$ cat src/rtl/psepmc_pkg.sv
// Notes on behaviour
// - writing one to soft reset bit 4 of register 1Ah resets whole device.
// - thermal shutdown at 140 C; leave through full reset below 120 C.
// - address, cadence, tier-5 and mode straps sampled only when reset ends.
// - port clear bit on a powered port turns it off, stops probing, clears status.
// - port clear on an unpowered port does nothing; never a global reset.
// - with cadence active, wait at least 2 s after failed detection.
// - cadence on for all ports if strap high; else per-port bits 15h[3:0].
// - mode field 11 auto, 10 semiautomatic, 01 manual, 00 shutdown.
// - switching among active modes keeps port state; shutdown halts at once.
// - auto mode detects, classifies, powers a valid device, else repeats detection.
// - auto from reset sets run bits; auto by software keeps them.
// - semiautomatic keeps run bits, repeats enabled steps, never powers by itself.
// - semiautomatic power command powers only after good detect and classify; code also powers after a good classify alone, with no detect run.
// - semiautomatic power-down clears that port's run bits.
// - manual entry clears run register; run bits are one-shot pushbuttons.
// - manual power command wins over all and powers the port at once.
// - manual detection before classification; run bits ignored while powered.
// - shutdown removes power, clears status, ignores run and power commands.
// - each detection sets event bit in 04h/05h; cleared by reading 05h or reset.
// - detection keeps switch off, two probes, accept 19 to 26.5 kilohm.
// - detection measurement points at least 2 ms apart.
// - mode strap open selects auto after reset, tied low selects shutdown.
package psepmc_pkg;
    localparam logic [7:0] ADDR_EVENT     = 8'h04;
    localparam logic [7:0] ADDR_EVENT_COR = 8'h05;
    localparam logic [7:0] ADDR_MODE      = 8'h12;
    localparam logic [7:0] ADDR_RUN       = 8'h14;
    localparam logic [7:0] ADDR_CADENCE   = 8'h15;
    localparam logic [7:0] ADDR_PWR_CMD   = 8'h19;
    localparam logic [7:0] ADDR_RESET     = 8'h1A;
    localparam int         SOFT_RST_BIT   = 4;
    localparam int         TIER_RUN_LSB   = 4;
    localparam logic [7:0] RUN_AUTO_RST   = 8'hFF;
    localparam logic [7:0] MODE_AUTO_RST  = 8'hFF;
    localparam logic [7:0] MODE_SHDN_RST  = 8'h00;
    localparam int         CLK_HZ         = 20000000;
    localparam int         HWRST_US       = 100;
    localparam int         HWRST_CYC      = (HWRST_US * (CLK_HZ / 1000000));
    localparam int         PROBE_GAP_MS   = 2;
    localparam int         PROBE_GAP_CYC  = PROBE_GAP_MS * (CLK_HZ / 1000);
    localparam int         CADENCE_S      = 2;
    localparam int         CADENCE_CYC    = CADENCE_S * CLK_HZ;
    localparam int         TMR_W          = 26;
    localparam int         THERM_HI_C     = 140;
    localparam int         THERM_LO_C     = 120;
    typedef enum logic [1:0] {
        PSEP_SHDN   = 2'b00,
        PSEP_MANUAL = 2'b01,
        PSEP_SEMI   = 2'b10,
        PSEP_AUTO   = 2'b11
    } psepmc_mode_t;
    typedef enum logic [2:0] {
        PSEP_IDLE   = 3'b000,
        PSEP_PROBE1 = 3'b001,
        PSEP_PROBE2 = 3'b010,
        PSEP_CLASS  = 3'b011,
        PSEP_READY  = 3'b100,
        PSEP_POWER  = 3'b101,
        PSEP_BACKOF = 3'b110
    } psepmc_state_t;
endpackage

$ cat src/rtl/psepmc_top.sv
`timescale 1ns/10ps
`default_nettype none
module psepmc_top #(
    parameter int CADENCE_CYCLES = psepmc_pkg::CADENCE_CYC,
    parameter int PROBE_CYCLES   = psepmc_pkg::PROBE_GAP_CYC
) (
    input  wire logic       CORE_CLK,
    input  wire logic       SYS_RST,
    input  wire logic       HW_EN_N,
    input  wire logic [7:0] DIE_TEMP_C,
    input  wire logic [3:0] ADDR_STRAP,
    input  wire logic       CADENCE_STRAP,
    input  wire logic       TIER5_STRAP,
    input  wire logic       MODE_STRAP,
    input  wire logic       REG_WR,
    input  wire logic       REG_RD,
    input  wire logic [7:0] REG_ADDR,
    input  wire logic [7:0] REG_WDATA,
    output logic      [7:0] REG_RDATA,
    input  wire logic [3:0] SIG_GOOD,
    input  wire logic [3:0] CLASS_GOOD,
    output logic      [3:0] PORT_POWER,
    output logic      [3:0] PROBE_ACTIVE,
    output logic      [3:0] CLASS_ACTIVE,
    output logic      [3:0] DEV_ADDR,
    output logic            TIER5_EN,
    output logic            THERM_SHDN
);
    // reset sources and release tracking
    logic        soft_rst_r;
    logic        therm_r;
    logic        in_rst;
    logic        in_rst_d_r;
    logic        rst_end;
    logic        auto_rst_r;
    assign in_rst  = SYS_RST | ~HW_EN_N | soft_rst_r | therm_r;
    assign rst_end = in_rst_d_r & ~in_rst;

    // thermal hysteresis; leaving it passes through reset
    always_ff @(posedge CORE_CLK) begin
        if (SYS_RST) begin
            therm_r <= 1'b0;
        end else if (DIE_TEMP_C >= 8'(psepmc_pkg::THERM_HI_C)) begin
            therm_r <= 1'b1;
        end else if (DIE_TEMP_C < 8'(psepmc_pkg::THERM_LO_C)) begin
            therm_r <= 1'b0;
        end
    end

    // soft reset self-clears after one cycle
    always_ff @(posedge CORE_CLK) begin
        if (SYS_RST) begin
            soft_rst_r <= 1'b0;
        end else begin
            soft_rst_r <= REG_WR && REG_ADDR == psepmc_pkg::ADDR_RESET
                && REG_WDATA[psepmc_pkg::SOFT_RST_BIT];
        end
    end

    always_ff @(posedge CORE_CLK) begin
        if (SYS_RST) begin
            in_rst_d_r <= 1'b1;
        end else begin
            in_rst_d_r <= in_rst;
        end
    end

    // straps latched only at the end of any reset
    logic       cad_strap_r;
    always_ff @(posedge CORE_CLK) begin
        if (SYS_RST) begin
            DEV_ADDR    <= 4'h0;
            TIER5_EN    <= 1'b0;
            cad_strap_r <= 1'b0;
            auto_rst_r  <= 1'b0;
        end else if (rst_end) begin
            DEV_ADDR    <= ADDR_STRAP;
            TIER5_EN    <= TIER5_STRAP;
            cad_strap_r <= CADENCE_STRAP;
            auto_rst_r  <= MODE_STRAP;
        end
    end
    assign THERM_SHDN = therm_r;

    // register bus decode
    logic wr_mode;
    logic wr_run;
    logic wr_cad;
    logic wr_pwr;
    logic wr_prst;
    logic rd_cor;
    assign wr_mode = REG_WR && REG_ADDR == psepmc_pkg::ADDR_MODE;
    assign wr_run  = REG_WR && REG_ADDR == psepmc_pkg::ADDR_RUN;
    assign wr_cad  = REG_WR && REG_ADDR == psepmc_pkg::ADDR_CADENCE;
    assign wr_pwr  = REG_WR && REG_ADDR == psepmc_pkg::ADDR_PWR_CMD;
    assign wr_prst = REG_WR && REG_ADDR == psepmc_pkg::ADDR_RESET;
    assign rd_cor  = REG_RD && REG_ADDR == psepmc_pkg::ADDR_EVENT_COR;

    logic [7:0] mode_r;
    logic [3:0] cad_r;
    logic [7:0] run_r;
    logic [7:0] run_nxt;
    logic [3:0] det_evt_r;
    logic [3:0] det_evt_set;
    logic [3:0] pwr_dn;
    logic [3:0] run_done_p;
    logic [3:0] run_done_c;
    logic [3:0] port_clr;

    // true when a two-bit mode field holds the given mode
    function automatic logic mode_is(input logic [1:0]               fld,
                                     input psepmc_pkg::psepmc_mode_t m);
        return fld == 2'(m);
    endfunction

    // mode register; default chosen by mode strap at reset release
    always_ff @(posedge CORE_CLK) begin
        if (in_rst) begin
            mode_r <= psepmc_pkg::MODE_SHDN_RST;
        end else if (rst_end) begin
            mode_r <= MODE_STRAP ? psepmc_pkg::MODE_AUTO_RST
                                 : psepmc_pkg::MODE_SHDN_RST;
        end else if (wr_mode) begin
            mode_r <= REG_WDATA;
        end
    end

    always_ff @(posedge CORE_CLK) begin
        if (in_rst) begin
            cad_r <= 4'h0;
        end else if (wr_cad) begin
            cad_r <= REG_WDATA[3:0];
        end
    end

    // run bits: auto from reset sets, manual entry clears, one-shots
    always_comb begin
        run_nxt = run_r;
        if (wr_run) begin
            run_nxt = REG_WDATA;
        end
        for (int p = 0; p < 4; p++) begin
            if (wr_mode && REG_WDATA[2*p +: 2] == 2'(psepmc_pkg::PSEP_MANUAL)
                && mode_r[2*p +: 2] != 2'(psepmc_pkg::PSEP_MANUAL)) begin
                run_nxt[p] = 1'b0;
                run_nxt[p+psepmc_pkg::TIER_RUN_LSB] = 1'b0;
            end
            if (run_done_p[p]) begin
                run_nxt[p] = 1'b0;
            end
            if (run_done_c[p]) begin
                run_nxt[p+psepmc_pkg::TIER_RUN_LSB] = 1'b0;
            end
            if (pwr_dn[p]) begin
                run_nxt[p] = 1'b0;
                run_nxt[p+psepmc_pkg::TIER_RUN_LSB] = 1'b0;
            end
        end
    end

    always_ff @(posedge CORE_CLK) begin
        if (in_rst) begin
            run_r <= 8'h00;
        end else if (rst_end) begin
            run_r <= MODE_STRAP ? psepmc_pkg::RUN_AUTO_RST : 8'h00;
        end else begin
            run_r <= run_nxt;
        end
    end

    // detection events; a new event wins over the read clear,
    // a cleared or shut-down port drops its own bits
    always_ff @(posedge CORE_CLK) begin
        if (in_rst) begin
            det_evt_r <= 4'h0;
        end else begin
            det_evt_r <= (det_evt_r & ~port_clr
                          & ~(rd_cor ? 4'hF : 4'h0)) | det_evt_set;
        end
    end

    // read mux
    always_ff @(posedge CORE_CLK) begin
        if (SYS_RST) begin
            REG_RDATA <= 8'h00;
        end else if (REG_RD) begin
            if (REG_ADDR == psepmc_pkg::ADDR_EVENT
                || REG_ADDR == psepmc_pkg::ADDR_EVENT_COR) begin
                REG_RDATA <= {4'h0, det_evt_r};
            end else if (REG_ADDR == psepmc_pkg::ADDR_MODE) begin
                REG_RDATA <= mode_r;
            end else if (REG_ADDR == psepmc_pkg::ADDR_RUN) begin
                REG_RDATA <= run_r;
            end else if (REG_ADDR == psepmc_pkg::ADDR_CADENCE) begin
                REG_RDATA <= {4'h0, cad_r};
            end else begin
                REG_RDATA <= 8'h00;
            end
        end
    end

    // per-port sequencer
    genvar g;
    generate
        for (g = 0; g < 4; g++) begin : gp
            // per-port state, timer and decodes
            psepmc_pkg::psepmc_state_t    st_r;
            logic [psepmc_pkg::TMR_W-1:0] tmr_r;
            logic [psepmc_pkg::TMR_W-1:0] probe_load;
            logic [psepmc_pkg::TMR_W-1:0] backoff_load;
            logic [1:0]                   md;
            logic                         is_shdn;
            logic                         is_manual;
            logic                         is_semi;
            logic                         is_auto;
            logic                         in_power;
            logic                         probe_req;
            logic                         class_req;
            logic                         pwr_cmd;
            logic                         clr;
            logic                         cad_on;
            logic                         tmo;
            logic                         probe_end;
            logic                         class_end;
            logic                         valid_r;

            // mode field of this port and its decoded flavours
            assign md        = mode_r[2*g +: 2];
            assign is_shdn   = mode_is(md, psepmc_pkg::PSEP_SHDN);
            assign is_manual = mode_is(md, psepmc_pkg::PSEP_MANUAL);
            assign is_semi   = mode_is(md, psepmc_pkg::PSEP_SEMI);
            assign is_auto   = mode_is(md, psepmc_pkg::PSEP_AUTO);

            // run and power requests for this port
            assign probe_req = run_r[g];
            assign class_req = run_r[g+psepmc_pkg::TIER_RUN_LSB];
            assign pwr_cmd   = wr_pwr && REG_WDATA[g];

            // timer reload values, cut to the timer width on purpose
            assign probe_load   = psepmc_pkg::TMR_W'(PROBE_CYCLES - 1);
            assign backoff_load = psepmc_pkg::TMR_W'(CADENCE_CYCLES - 1);
            assign tmo          = tmr_r == '0;

            // state decodes shared by the outputs below
            assign in_power  = st_r == psepmc_pkg::PSEP_POWER;
            assign probe_end = st_r == psepmc_pkg::PSEP_PROBE2 && tmo;
            assign class_end = st_r == psepmc_pkg::PSEP_CLASS && tmo;

            // port clear acts only on a powered port; shutdown always
            assign clr = (wr_prst && REG_WDATA[g] && in_power)
                         || is_shdn;
            assign port_clr[g] = clr;
            assign cad_on      = cad_strap_r | cad_r[g];

            // event and run-bit strobes toward the shared registers
            assign det_evt_set[g] = probe_end && !clr;
            assign pwr_dn[g]      = in_power && clr && is_semi;
            assign run_done_p[g]  = is_manual && probe_end;
            assign run_done_c[g]  = is_manual && class_end;

            // status outputs decoded from the state flops
            assign PORT_POWER[g]   = in_power;
            assign PROBE_ACTIVE[g] = st_r == psepmc_pkg::PSEP_PROBE1
                                     || st_r == psepmc_pkg::PSEP_PROBE2;
            assign CLASS_ACTIVE[g] = st_r == psepmc_pkg::PSEP_CLASS;

            // remembers a good classify for the power command; a failed probe clears it
            always_ff @(posedge CORE_CLK) begin
                if (in_rst || clr) begin
                    valid_r <= 1'b0;
                end else if (probe_end && !SIG_GOOD[g]) begin
                    // a failed probe forgets the earlier result
                    valid_r <= 1'b0;
                end else if (class_end) begin
                    valid_r <= CLASS_GOOD[g];
                end
            end

            // state and timer; port clear or shutdown returns to idle
            always_ff @(posedge CORE_CLK) begin
                if (in_rst || clr) begin
                    st_r  <= psepmc_pkg::PSEP_IDLE;
                    tmr_r <= '0;
                end else if (is_manual && pwr_cmd) begin
                    // manual power command beats every other request
                    st_r <= psepmc_pkg::PSEP_POWER;
                end else if (is_semi && pwr_cmd && valid_r) begin
                    // semiautomatic powers only a validated port
                    st_r <= psepmc_pkg::PSEP_POWER;
                end else begin
                    // timer counts down to zero and rests there
                    if (!tmo) begin
                        tmr_r <= tmr_r - 1'b1;
                    end
                    case (st_r)
                        psepmc_pkg::PSEP_IDLE: begin
                            // detection is taken before classification
                            if (probe_req) begin
                                st_r  <= psepmc_pkg::PSEP_PROBE1;
                                tmr_r <= probe_load;
                            end else if (class_req && !is_auto) begin
                                st_r  <= psepmc_pkg::PSEP_CLASS;
                                tmr_r <= probe_load;
                            end
                        end

                        psepmc_pkg::PSEP_PROBE1: begin
                            // second probe point only after the full gap
                            if (tmo) begin
                                st_r  <= psepmc_pkg::PSEP_PROBE2;
                                tmr_r <= probe_load;
                            end
                        end

                        psepmc_pkg::PSEP_PROBE2: begin
                            // signature judged at the end of the second point
                            if (tmo) begin
                                if (!SIG_GOOD[g]) begin
                                    // failed probe waits out the back-off when cadence is on, else goes back to idle
                                    st_r  <= cad_on ? psepmc_pkg::PSEP_BACKOF
                                                    : psepmc_pkg::PSEP_IDLE;
                                    tmr_r <= backoff_load;
                                end else if (class_req) begin
                                    st_r  <= psepmc_pkg::PSEP_CLASS;
                                    tmr_r <= probe_load;
                                end else begin
                                    st_r <= psepmc_pkg::PSEP_IDLE;
                                end
                            end
                        end

                        psepmc_pkg::PSEP_CLASS: begin
                            // only auto mode powers on its own
                            if (tmo) begin
                                if (!CLASS_GOOD[g]) begin
                                    st_r <= psepmc_pkg::PSEP_IDLE;
                                end else if (is_auto) begin
                                    st_r <= psepmc_pkg::PSEP_POWER;
                                end else begin
                                    st_r <= psepmc_pkg::PSEP_READY;
                                end
                            end
                        end

                        psepmc_pkg::PSEP_READY: begin
                            // validated port waits for power or a new probe
                            if (pwr_cmd) begin
                                st_r <= psepmc_pkg::PSEP_POWER;
                            end else if (probe_req) begin
                                st_r  <= psepmc_pkg::PSEP_PROBE1;
                                tmr_r <= probe_load;
                            end
                        end

                        psepmc_pkg::PSEP_BACKOF: begin
                            // cadence pause before the next attempt
                            if (tmo) begin
                                st_r <= psepmc_pkg::PSEP_IDLE;
                            end
                        end

                        default: begin
                            // powered ports ignore run bits
                            st_r <= st_r;
                        end
                    endcase
                end
            end
        end
    endgenerate
endmodule
`default_nettype wire

$ cat config.mk
export PLATFORM = sky130hd
export DESIGN_NAME = psepmc_top
export DESIGN_NICKNAME = d
export VERILOG_FILES = /design/src/rtl/psepmc_pkg.sv /design/src/rtl/psepmc_top.sv
export SDC_FILE = /design/constraint.sdc
export NUM_CORES = 1
export LEC_CHECK = 0
export ABC_AREA = 1
export BUFFER_PORTS_ARGS = -buffer_cell sky130_fd_sc_hd__buf_2
export CAP_MARGIN = 20
export CORE_AREA = 2 2 161 163
export CTS_BUF_LIST = sky130_fd_sc_hd__clkbuf_16
export DETAILED_ROUTE_END_ITERATION = 7
export DIE_AREA = 0 0 163 165
export PLACE_DENSITY = 0.71
export SYNTH_ARGS = -nofsm -noshare
export SYNTH_HDL_FRONTEND = slang
export SYNTH_SLANG_ARGS = --single-unit
$ cat constraint.sdc
create_clock -name CORE_CLK -period 5.7 [get_ports CORE_CLK]
set_input_delay 1.14 -clock CORE_CLK [delete_from_list [all_inputs] [get_ports CORE_CLK]]
set_output_delay 1.14 -clock CORE_CLK [all_outputs]
set_load 0.02 [all_outputs]
==> results of run 1 <==
-- worst min-delay path, delay by kind of cell, from the launching register on --
family | cells | cell delay (ns)
AO/OA/AOI/OAI | 1 | 0.05
flip-flops | 1 | 0.31
AND/OR/NAND/NOR | 1 | 0.06
-- state kept, by name, indices dropped and copies added, names as in the netlist, 8 cells and up --
name / cells
mode_r: 8
gp.tmr_r: 104
run_r: 8
REG_RDATA: 8
gp.st_r: 12
-- metal layers --
layer | global-route usage | up-vias | wire length [um]
met2 | 0.395 | 437 | 14600
met3 | 0.0309 | 46 | 2410
met5 | 0 | - | 7
met4 | 0.0704 | 2 | 509
met1 | 0.332 | 5534 | 15000
li1 | - | 6048 | -
-- stage by stage --
stage / cells / total power (W)
6_report: 2210 / 0.00262
5_1_grt: 2210 / 0.00271
4_1_cts: 2210 / 0.00263
3_5_place_dp: 2180 / 0.00143
3_3_place_gp: 2180 / 0.00142
2_1_floorplan: 1816 / 0.00136
-- path summary, 6_finish.rpt --
| check | from | endpoint | slack [ns] |
|---|---|---|---|
| min | DEV_ADDR[3] | DEV_ADDR[3] | 0.46 |
| max reg2reg | gp[0].tmr_r[0] | gp[0].tmr_r[0] | 2.89 |
| max | REG_ADDR[7] | gp[3].tmr_r[23] | 2.54 |
| min reg2reg | DEV_ADDR[3] | DEV_ADDR[3] | 0.46 |
-- layout by cell type (no fill, tap or decap), types with 9 or more instances in the layout --
master     netlist  routed
nand2_2          9       9
nand4_1         43      43
nand3_1        132     132
clkbuf_16        0      17
nand3_2         12      12
buf_2           13      67
nand2_1        393     393
xor2_1          31      31
a21oi_1        135     135
nor4_1           9       9
nor2_2          20      20
inv_1          220     220
nor3_1          40      39
o21ai_0        126     126
o21ai_1         10      10
inv_2           12      12
dfxtp_1        161     161
a31oi_1         16      16
xnor2_1          9       9
nor2_1         316     316
-- cell type report --
type                    instances  area [um^2]  area share
multi-input cells            1387         6790       0.554
flip-flops and latches        161         3220       0.263
inverters                     234          880      0.0719
clock buffers                  17          425      0.0348
well taps                     330          413      0.0337
repair buffers                 68          343      0.0280
clock inverters                13          170      0.0139
-- logic make-up after synthesis --
logic type,count (synthesis),share of synthesized area
flops,161,0.291
fa+ha+maj,8,0.00902
simple gates,1012,0.411
buf+inv,268,0.0981
xor+xnor,40,0.0316
compound gates,327,0.160
-- power by group through the flow --
stage | Sequential [W] | Clock (W) | Combinational, W
2_1_floorplan | 0.00117 | 0 | 0.000186
3_3_place_gp | 0.00117 | 0 | 0.000257
3_5_place_dp | 0.00117 | 0 | 0.000259
4_1_cts | 0.00114 | 0.00122 | 0.000261
5_1_grt | 0.00114 | 0.00127 | 0.000297
6_report | 0.00114 | 0.00121 | 0.000264
==> results by group, run 1 <==
STA
  – Hold_ws: 0.462 ns
  – Fin Clk Skew: 0.0124 ns
  – Final WS setup: 2.54 ns
  – Final hold vios: 0
  – Tmin final: 3.16 ns
  – RSZ-0062 raised after global routing: false
  – Relative slew slack: 0.326
  – Final Setup Violations: 0
  – Worst slew pin tran: 1.01 ns
  – F_max: 0.316 GHz
  – Pins over their slew limit: 0
  – Fin crit share: 0.555
  – Post-route setup TNS: 0 ns

Power and ir drop
  – Sw Ratio: 0.259
  – Sequential power share: 0.436
  – P_leak: 5.82 nW
  – Pwr dens: 214 mW/mm^2
  – Peak supply drop: 0.194 mV
  – Clock power share: 0.463
  – P_int: 0.00194 W
  – Comb pwr share: 0.101
  – Sw power: 0.000679 W

Worst setup path
  – Critical path depth: 11
  – CP required: 6.01 ns
  – CP cell instances: buf_2, nor2_1, nand3_2, nor2_8, nand2_1, inv_1, nand2_1, nand2_1, inv_1, nand2_1, nor2_1
  – CP endpoint kind: flop
  – Slowest cell on the critical path: nand2_1
  – CP max FO: 14
  – Worst Reg2Reg Path Length in Cells: 12
  – Delay-heaviest family, CP: simple AND/OR/NAND/NOR gates
  – Worst path buffer plus inverter count: 3
  – Crit Path Class: input pin to flop
  – Max incr delay on CP: 0.44 ns
  – Type of origin of the critical path: input pin
  – CP Data Arrival Time: 3.47 ns
  – CP most frequent cell: nand2_1

Clock network
  – Post-cts sizing count: 0
  – Hold Buf Count CTS: 0
  – H-tree Lvls: 4
  – Clock root cell: clkbuf_16
  – CTS sink count: 161
  – Clock buffer depth: 2
  – Post-CTS setup buffers: 0
  – Clk slew on worst S/H paths: 0.06 ns
  – Worst-Skew Late Latency: 0.44 ns
  – CTS Buf Count: 17
  – TritonCTS clock tree: built

Final layout
  – Fillers: 2,578
  – Util after Layout: 0.489
  – Fraction of layout cells with a size suffix above 1: 0.0936
  – Area delta synth->final: 10.3%
  – Fin area: 0.0122 mm^2
  – Ant. Diodes: 0
  – Fin nets: 1,921

Global routing
  – Vias in the first global route: 10,900
  – Gr usage total: 0.241
  – First-pass GRT wire length: 52,900 um
  – Initial antenna violation count: 1
  – Largest net degree at the start of global routing: 31
  – GRT overflow: 0

Logic synthesis
  – Fraction of registers with async set/reset: 0
  – Yosys warns: 0
  – Synth cell count leaders: nand2_1 (393), nor2_1 (316), inv_1 (220), dfxtp_1 (161), a21oi_1 (135)
  – Part of the Yosys area used for sequential elements: 0.291
  – Post-Syn Area: 0.0111 mm^2
  – Number of synthesized register bits: 161
  – Cell count after synthesis: 1,816
  – Area leader, netlist: dfxtp_1
  – Post-synth EDFFs: 0
  – Mean Syn Cell Area: 6.11 um^2
  – Most common cell in the synthesized netlist: nand2_1
  – Most used DFF post-synth: dfxtp_1
  – Proportion of netlist area held by the largest area contributor: 0.291
  – Top cells by area, synth: dfxtp_1 (29%), nand2_1 (13%), nor2_1 (11%), inv_1 (7.4%), a21oi_1 (6.1%)
  – Synth cell types: 56
  – Synthesized Nets: 1,868

Floorplan
  – Initial Util: 0.443
  – Number of top-level pins: 70
  – Die Area: 0.0269 mm^2
  – Die Y: 165 um
  – Row cnt: 58
  – Core area: 0.0250 mm^2
  – Chip width: 163 um

Place
  – GPL Wtd Cong: 0.923
  – DP Wirelength: 24,400 um
  – DP Area: 0.0116 mm^2
  – Pre-CTS setup slack: 2.11 ns
  – Number of I/O port buffers: 67

Job
  – Max-Cap Viols: 0

Route
  – DR iter-0 viols: 1,194
  – Vias/cell: 5.46
  – Drt first pass iters: 5
  – Routed length per instance: 14.8 um
  – Routed WL: 32,600 um
  – Vias: 12,100
  – Drc violations: 0
  – ANT nets after route: 0

Hold path
  – Hold Crit Class: flop to flop
  – Hold Path Depth: 2

Status
  – Status: finished, final reports clean
(Power assumes the default switching activity.)
==> run 2, diff against run 1 <==
==> constraint.sdc (replaced) <==
create_clock -name CORE_CLK -period 3.25 [get_ports CORE_CLK]
set_input_delay 0.65 -clock CORE_CLK [delete_from_list [all_inputs] [get_ports CORE_CLK]]
set_output_delay 0.65 -clock CORE_CLK [all_outputs]
set_load 0.02 [all_outputs]
==> run 2 against run 1 <==
First-iteration DRC count decreased by 18%. Register-to-register slack lost 2.2 ns. Non-clock buffer count up 11. Critical path depth up 3. Setup slack lost 1.9 ns. Hold slack got worse by 0.0051 ns. Clock-buffer cell count is the same. Combinational power grew 78%.
==> results by group, run 2 (synthesis results as in run 1) <==
Power and ir drop
  – Pwr dens: 366 mW/mm^2 (was 214 mW/mm^2)
  – Peak supply drop: 0.421 mV (was 0.194 mV)
  – Comb pwr share: 0.104 (was 0.101)
  – P_leak: 5.88 nW (was 5.82 nW)
  – Sequential power share: 0.444 (was 0.436)
  – Clock power share: 0.452 (was 0.463)
  – P_int: 0.00333 W (was 0.00194 W)
  – Sw power: 0.00119 W (was 0.000679 W)
  – Sw Ratio: 0.263 (was 0.259)

Global routing
  – Largest net degree at the start of global routing: 24 (was 31)
  – GRT overflow: 0 (unchanged)
  – First-pass GRT wire length: 54,100 um (was 52,900 um)
  – Initial antenna violation count: 1 (unchanged)
  – Gr usage total: 0.246 (was 0.241)
  – Vias in the first global route: 11,300 (was 10,900)

Final layout
  – Register area: 0.00322 mm^2 (unchanged)
  – Largest registers: gp.tmr_r (104), gp.st_r (12) (unchanged)
  – Max FFs per register: 104 (unchanged)
  – Fraction of layout cells with a size suffix above 1: 0.0973 (was 0.0936)
  – Util after Layout: 0.492 (was 0.489)
  – Area of the multi-input gates: 0.00679 mm^2 (unchanged)
  – Commonest non-fill, non-tap cells in the layout: nand2_1 (393), nor2_1 (316), inv_1 (222) (was nand2_1 (393), nor2_1 (316), inv_1 (220))
  – Fin nets: 1,932 (was 1,921)
  – Fillers: 2,598 (was 2,578)
  – Top reg by flops: gp.tmr_r (unchanged)
  – Area delta synth->final: 11.0% (was 10.3%)
  – Commonest non-fill, non-tap cell in the layout: nand2_1 (unchanged)

Route
  – Drt first pass iters: 5 (unchanged)
  – DR iter-0 viols: 984 (was 1,194)
  – Met3 Wirelength: 2130 um (was 2410 um)
  – Met1 wire length: 15,300 um (was 15,000 um)
  – Highest routed layer: met4 (was met5)
  – WL met2: 14,700 um (was 14,600 um)
  – ANT nets after route: 0 (unchanged)
  – Vias/cell: 5.47 (was 5.46)
  – Drc violations: 0 (unchanged)
  – Vias: 12,200 (was 12,100)
  – Routed length per instance: 14.8 um (about the same)
  – Routed WL: 32,800 um (was 32,600 um)

Clock network
  – CTS Buf Count: 17 (unchanged)
  – Clk slew on worst S/H paths: 0.07 ns (was 0.06 ns)
  – H-tree Lvls: 4 (unchanged)
  – Worst-Skew Late Latency: 0.44 ns (about the same)
  – Hold Buf Count CTS: 0 (unchanged)
  – Post-CTS setup buffers: 0 (unchanged)
  – Post-cts sizing count: 0 (unchanged)
  – CTS sink count: 161 (unchanged)
  – Clock buffer depth: 2 (unchanged)
  – Clock root cell: clkbuf_16 (unchanged)
  – TritonCTS clock tree: built (unchanged)

STA
  – Pins over their slew limit: 0 (unchanged)
  – F_max: 0.385 GHz
  – Final Setup Violations: 0 (unchanged)
  – Tmin final: 2.60 ns
  – Fin crit share: 0.800
  – Worst slew pin tran: 0.928 ns (was 1.01 ns)
  – Fin Clk Skew: 0.0139 ns (was 0.0124 ns)
  – Relative slew slack: 0.379 (was 0.326)
  – Hold_ws: 0.456 ns (was 0.462 ns)
  – RSZ-0062 raised after global routing: false (unchanged)
  – Post-route setup TNS: 0 ns (unchanged)
  – Final hold vios: 0 (unchanged)

Worst setup path
  – CP required: 3.57 ns (was 6.01 ns)
  – Crit Path Class: flop to flop (was input pin to flop)
  – CP endpoint kind: flop (unchanged)
  – Type of origin of the critical path: flop (was input pin)
  – CP Data Arrival Time: 2.92 ns (was 3.47 ns)
  – CP max FO: 6 (was 14)

Floorplan
  – Number of top-level pins: 70 (unchanged)
  – Chip width: 163 um (unchanged)
  – Die Area: 0.0269 mm^2 (unchanged)
  – Die Y: 165 um (unchanged)
  – Row cnt: 58 (unchanged)
  – Core area: 0.0250 mm^2 (unchanged)
  – Initial Util: 0.443 (unchanged)

Hold path
  – Hold Crit Class: input pin to flop (was flop to flop)

Place
  – Number of I/O port buffers: 67 (unchanged)
  – DP Wirelength: 24,600 um (was 24,400 um)
  – GPL Wtd Cong: 0.910 (was 0.923)

Job
  – Max-Cap Viols: 0 (unchanged)

Status
  – Status: finished, final reports clean (unchanged)
[run 2: cell types whose count changed in the layout (fill, tap and decap cells not counted), moves of 2 or more]
cell,before,now
buf_4,1,11
clkinv_1,3,5
clkinv_2,5,2
clkinv_4,0,2
inv_1,220,222
[run 2: worst paths after layout]
path	start	slack [ns]	endpoint	cells past startpoint
max	gp[3].tmr_r[0]	0.65	gp[3].tmr_r[0]	14
min	ADDR_STRAP[0]	0.46	DEV_ADDR[0]	3
max reg2reg	gp[3].tmr_r[0]	0.65	gp[3].tmr_r[0]	14
min reg2reg	DEV_ADDR[3]	0.46	DEV_ADDR[3]	2
[run 2: worst max-delay path, cell delays in order (launching register included)]
cell and delay (ns):
dfxtp_1 0.34, inv_1 0.09, ha_1 0.18, nand2_1 0.14, nor2_1 0.13, nand3_1 0.12, nor2_1 0.28, nand2_2 0.19
ha_1 0.35, inv_1 0.12, nand2_1 0.07, a21oi_1 0.12, nand3_1 0.08, o21ai_0 0.18, a21oi_1 0.09
[run 2: area by class of cell]
type / instances / share of cell area
Multi-Input combinational cell: 1387 / 0.551
Sequential cell: 161 / 0.262
Inverter: 234 / 0.0714
Timing Repair Buffer: 79 / 0.0355
Clock buffer: 17 / 0.0345
Tap cell: 330 / 0.0335
Clock inverter: 14 / 0.0122
Antenna cell: 1 / 0.000203
[run 2: layer usage]
layer / track usage / up-vias
li1: - / 6078
met1: 0.329 / 5573
met2: 0.404 / 447
met3: 0.0339 / 58
met4: 0.0913 / 0
met5: 0 / -
[run 2: power by group through the flow]
| stage | clock network, W | logic [W] | registers, W |
|---|---|---|---|
| detailed placement | 0 | 0.000461 | 0.00205 |
| floorplan | 0 | 0.000326 | 0.00205 |
| global placement | 0 | 0.000455 | 0.00205 |
| finish | 0.00204 | 0.000470 | 0.00200 |
| CTS | 0.00207 | 0.000465 | 0.00200 |
| global route | 0.00215 | 0.000530 | 0.00201 |
[run 2: through the flow]
step / area (um^2) / total power, W / std cells / setup slack (ns)
2_1_floorplan: 11100 / 0.00238 / 1816 / 1.10
3_3_place_gp: 11700 / 0.00250 / 2191 / 0.699
3_5_place_dp: 11700 / 0.00251 / 2191 / 0.621
4_1_cts: 12300 / 0.00454 / 2222 / 0.678
5_1_grt: 12300 / 0.00468 / 2223 / 0.376
6_report: 12300 / 0.00451 / 2223 / 0.651
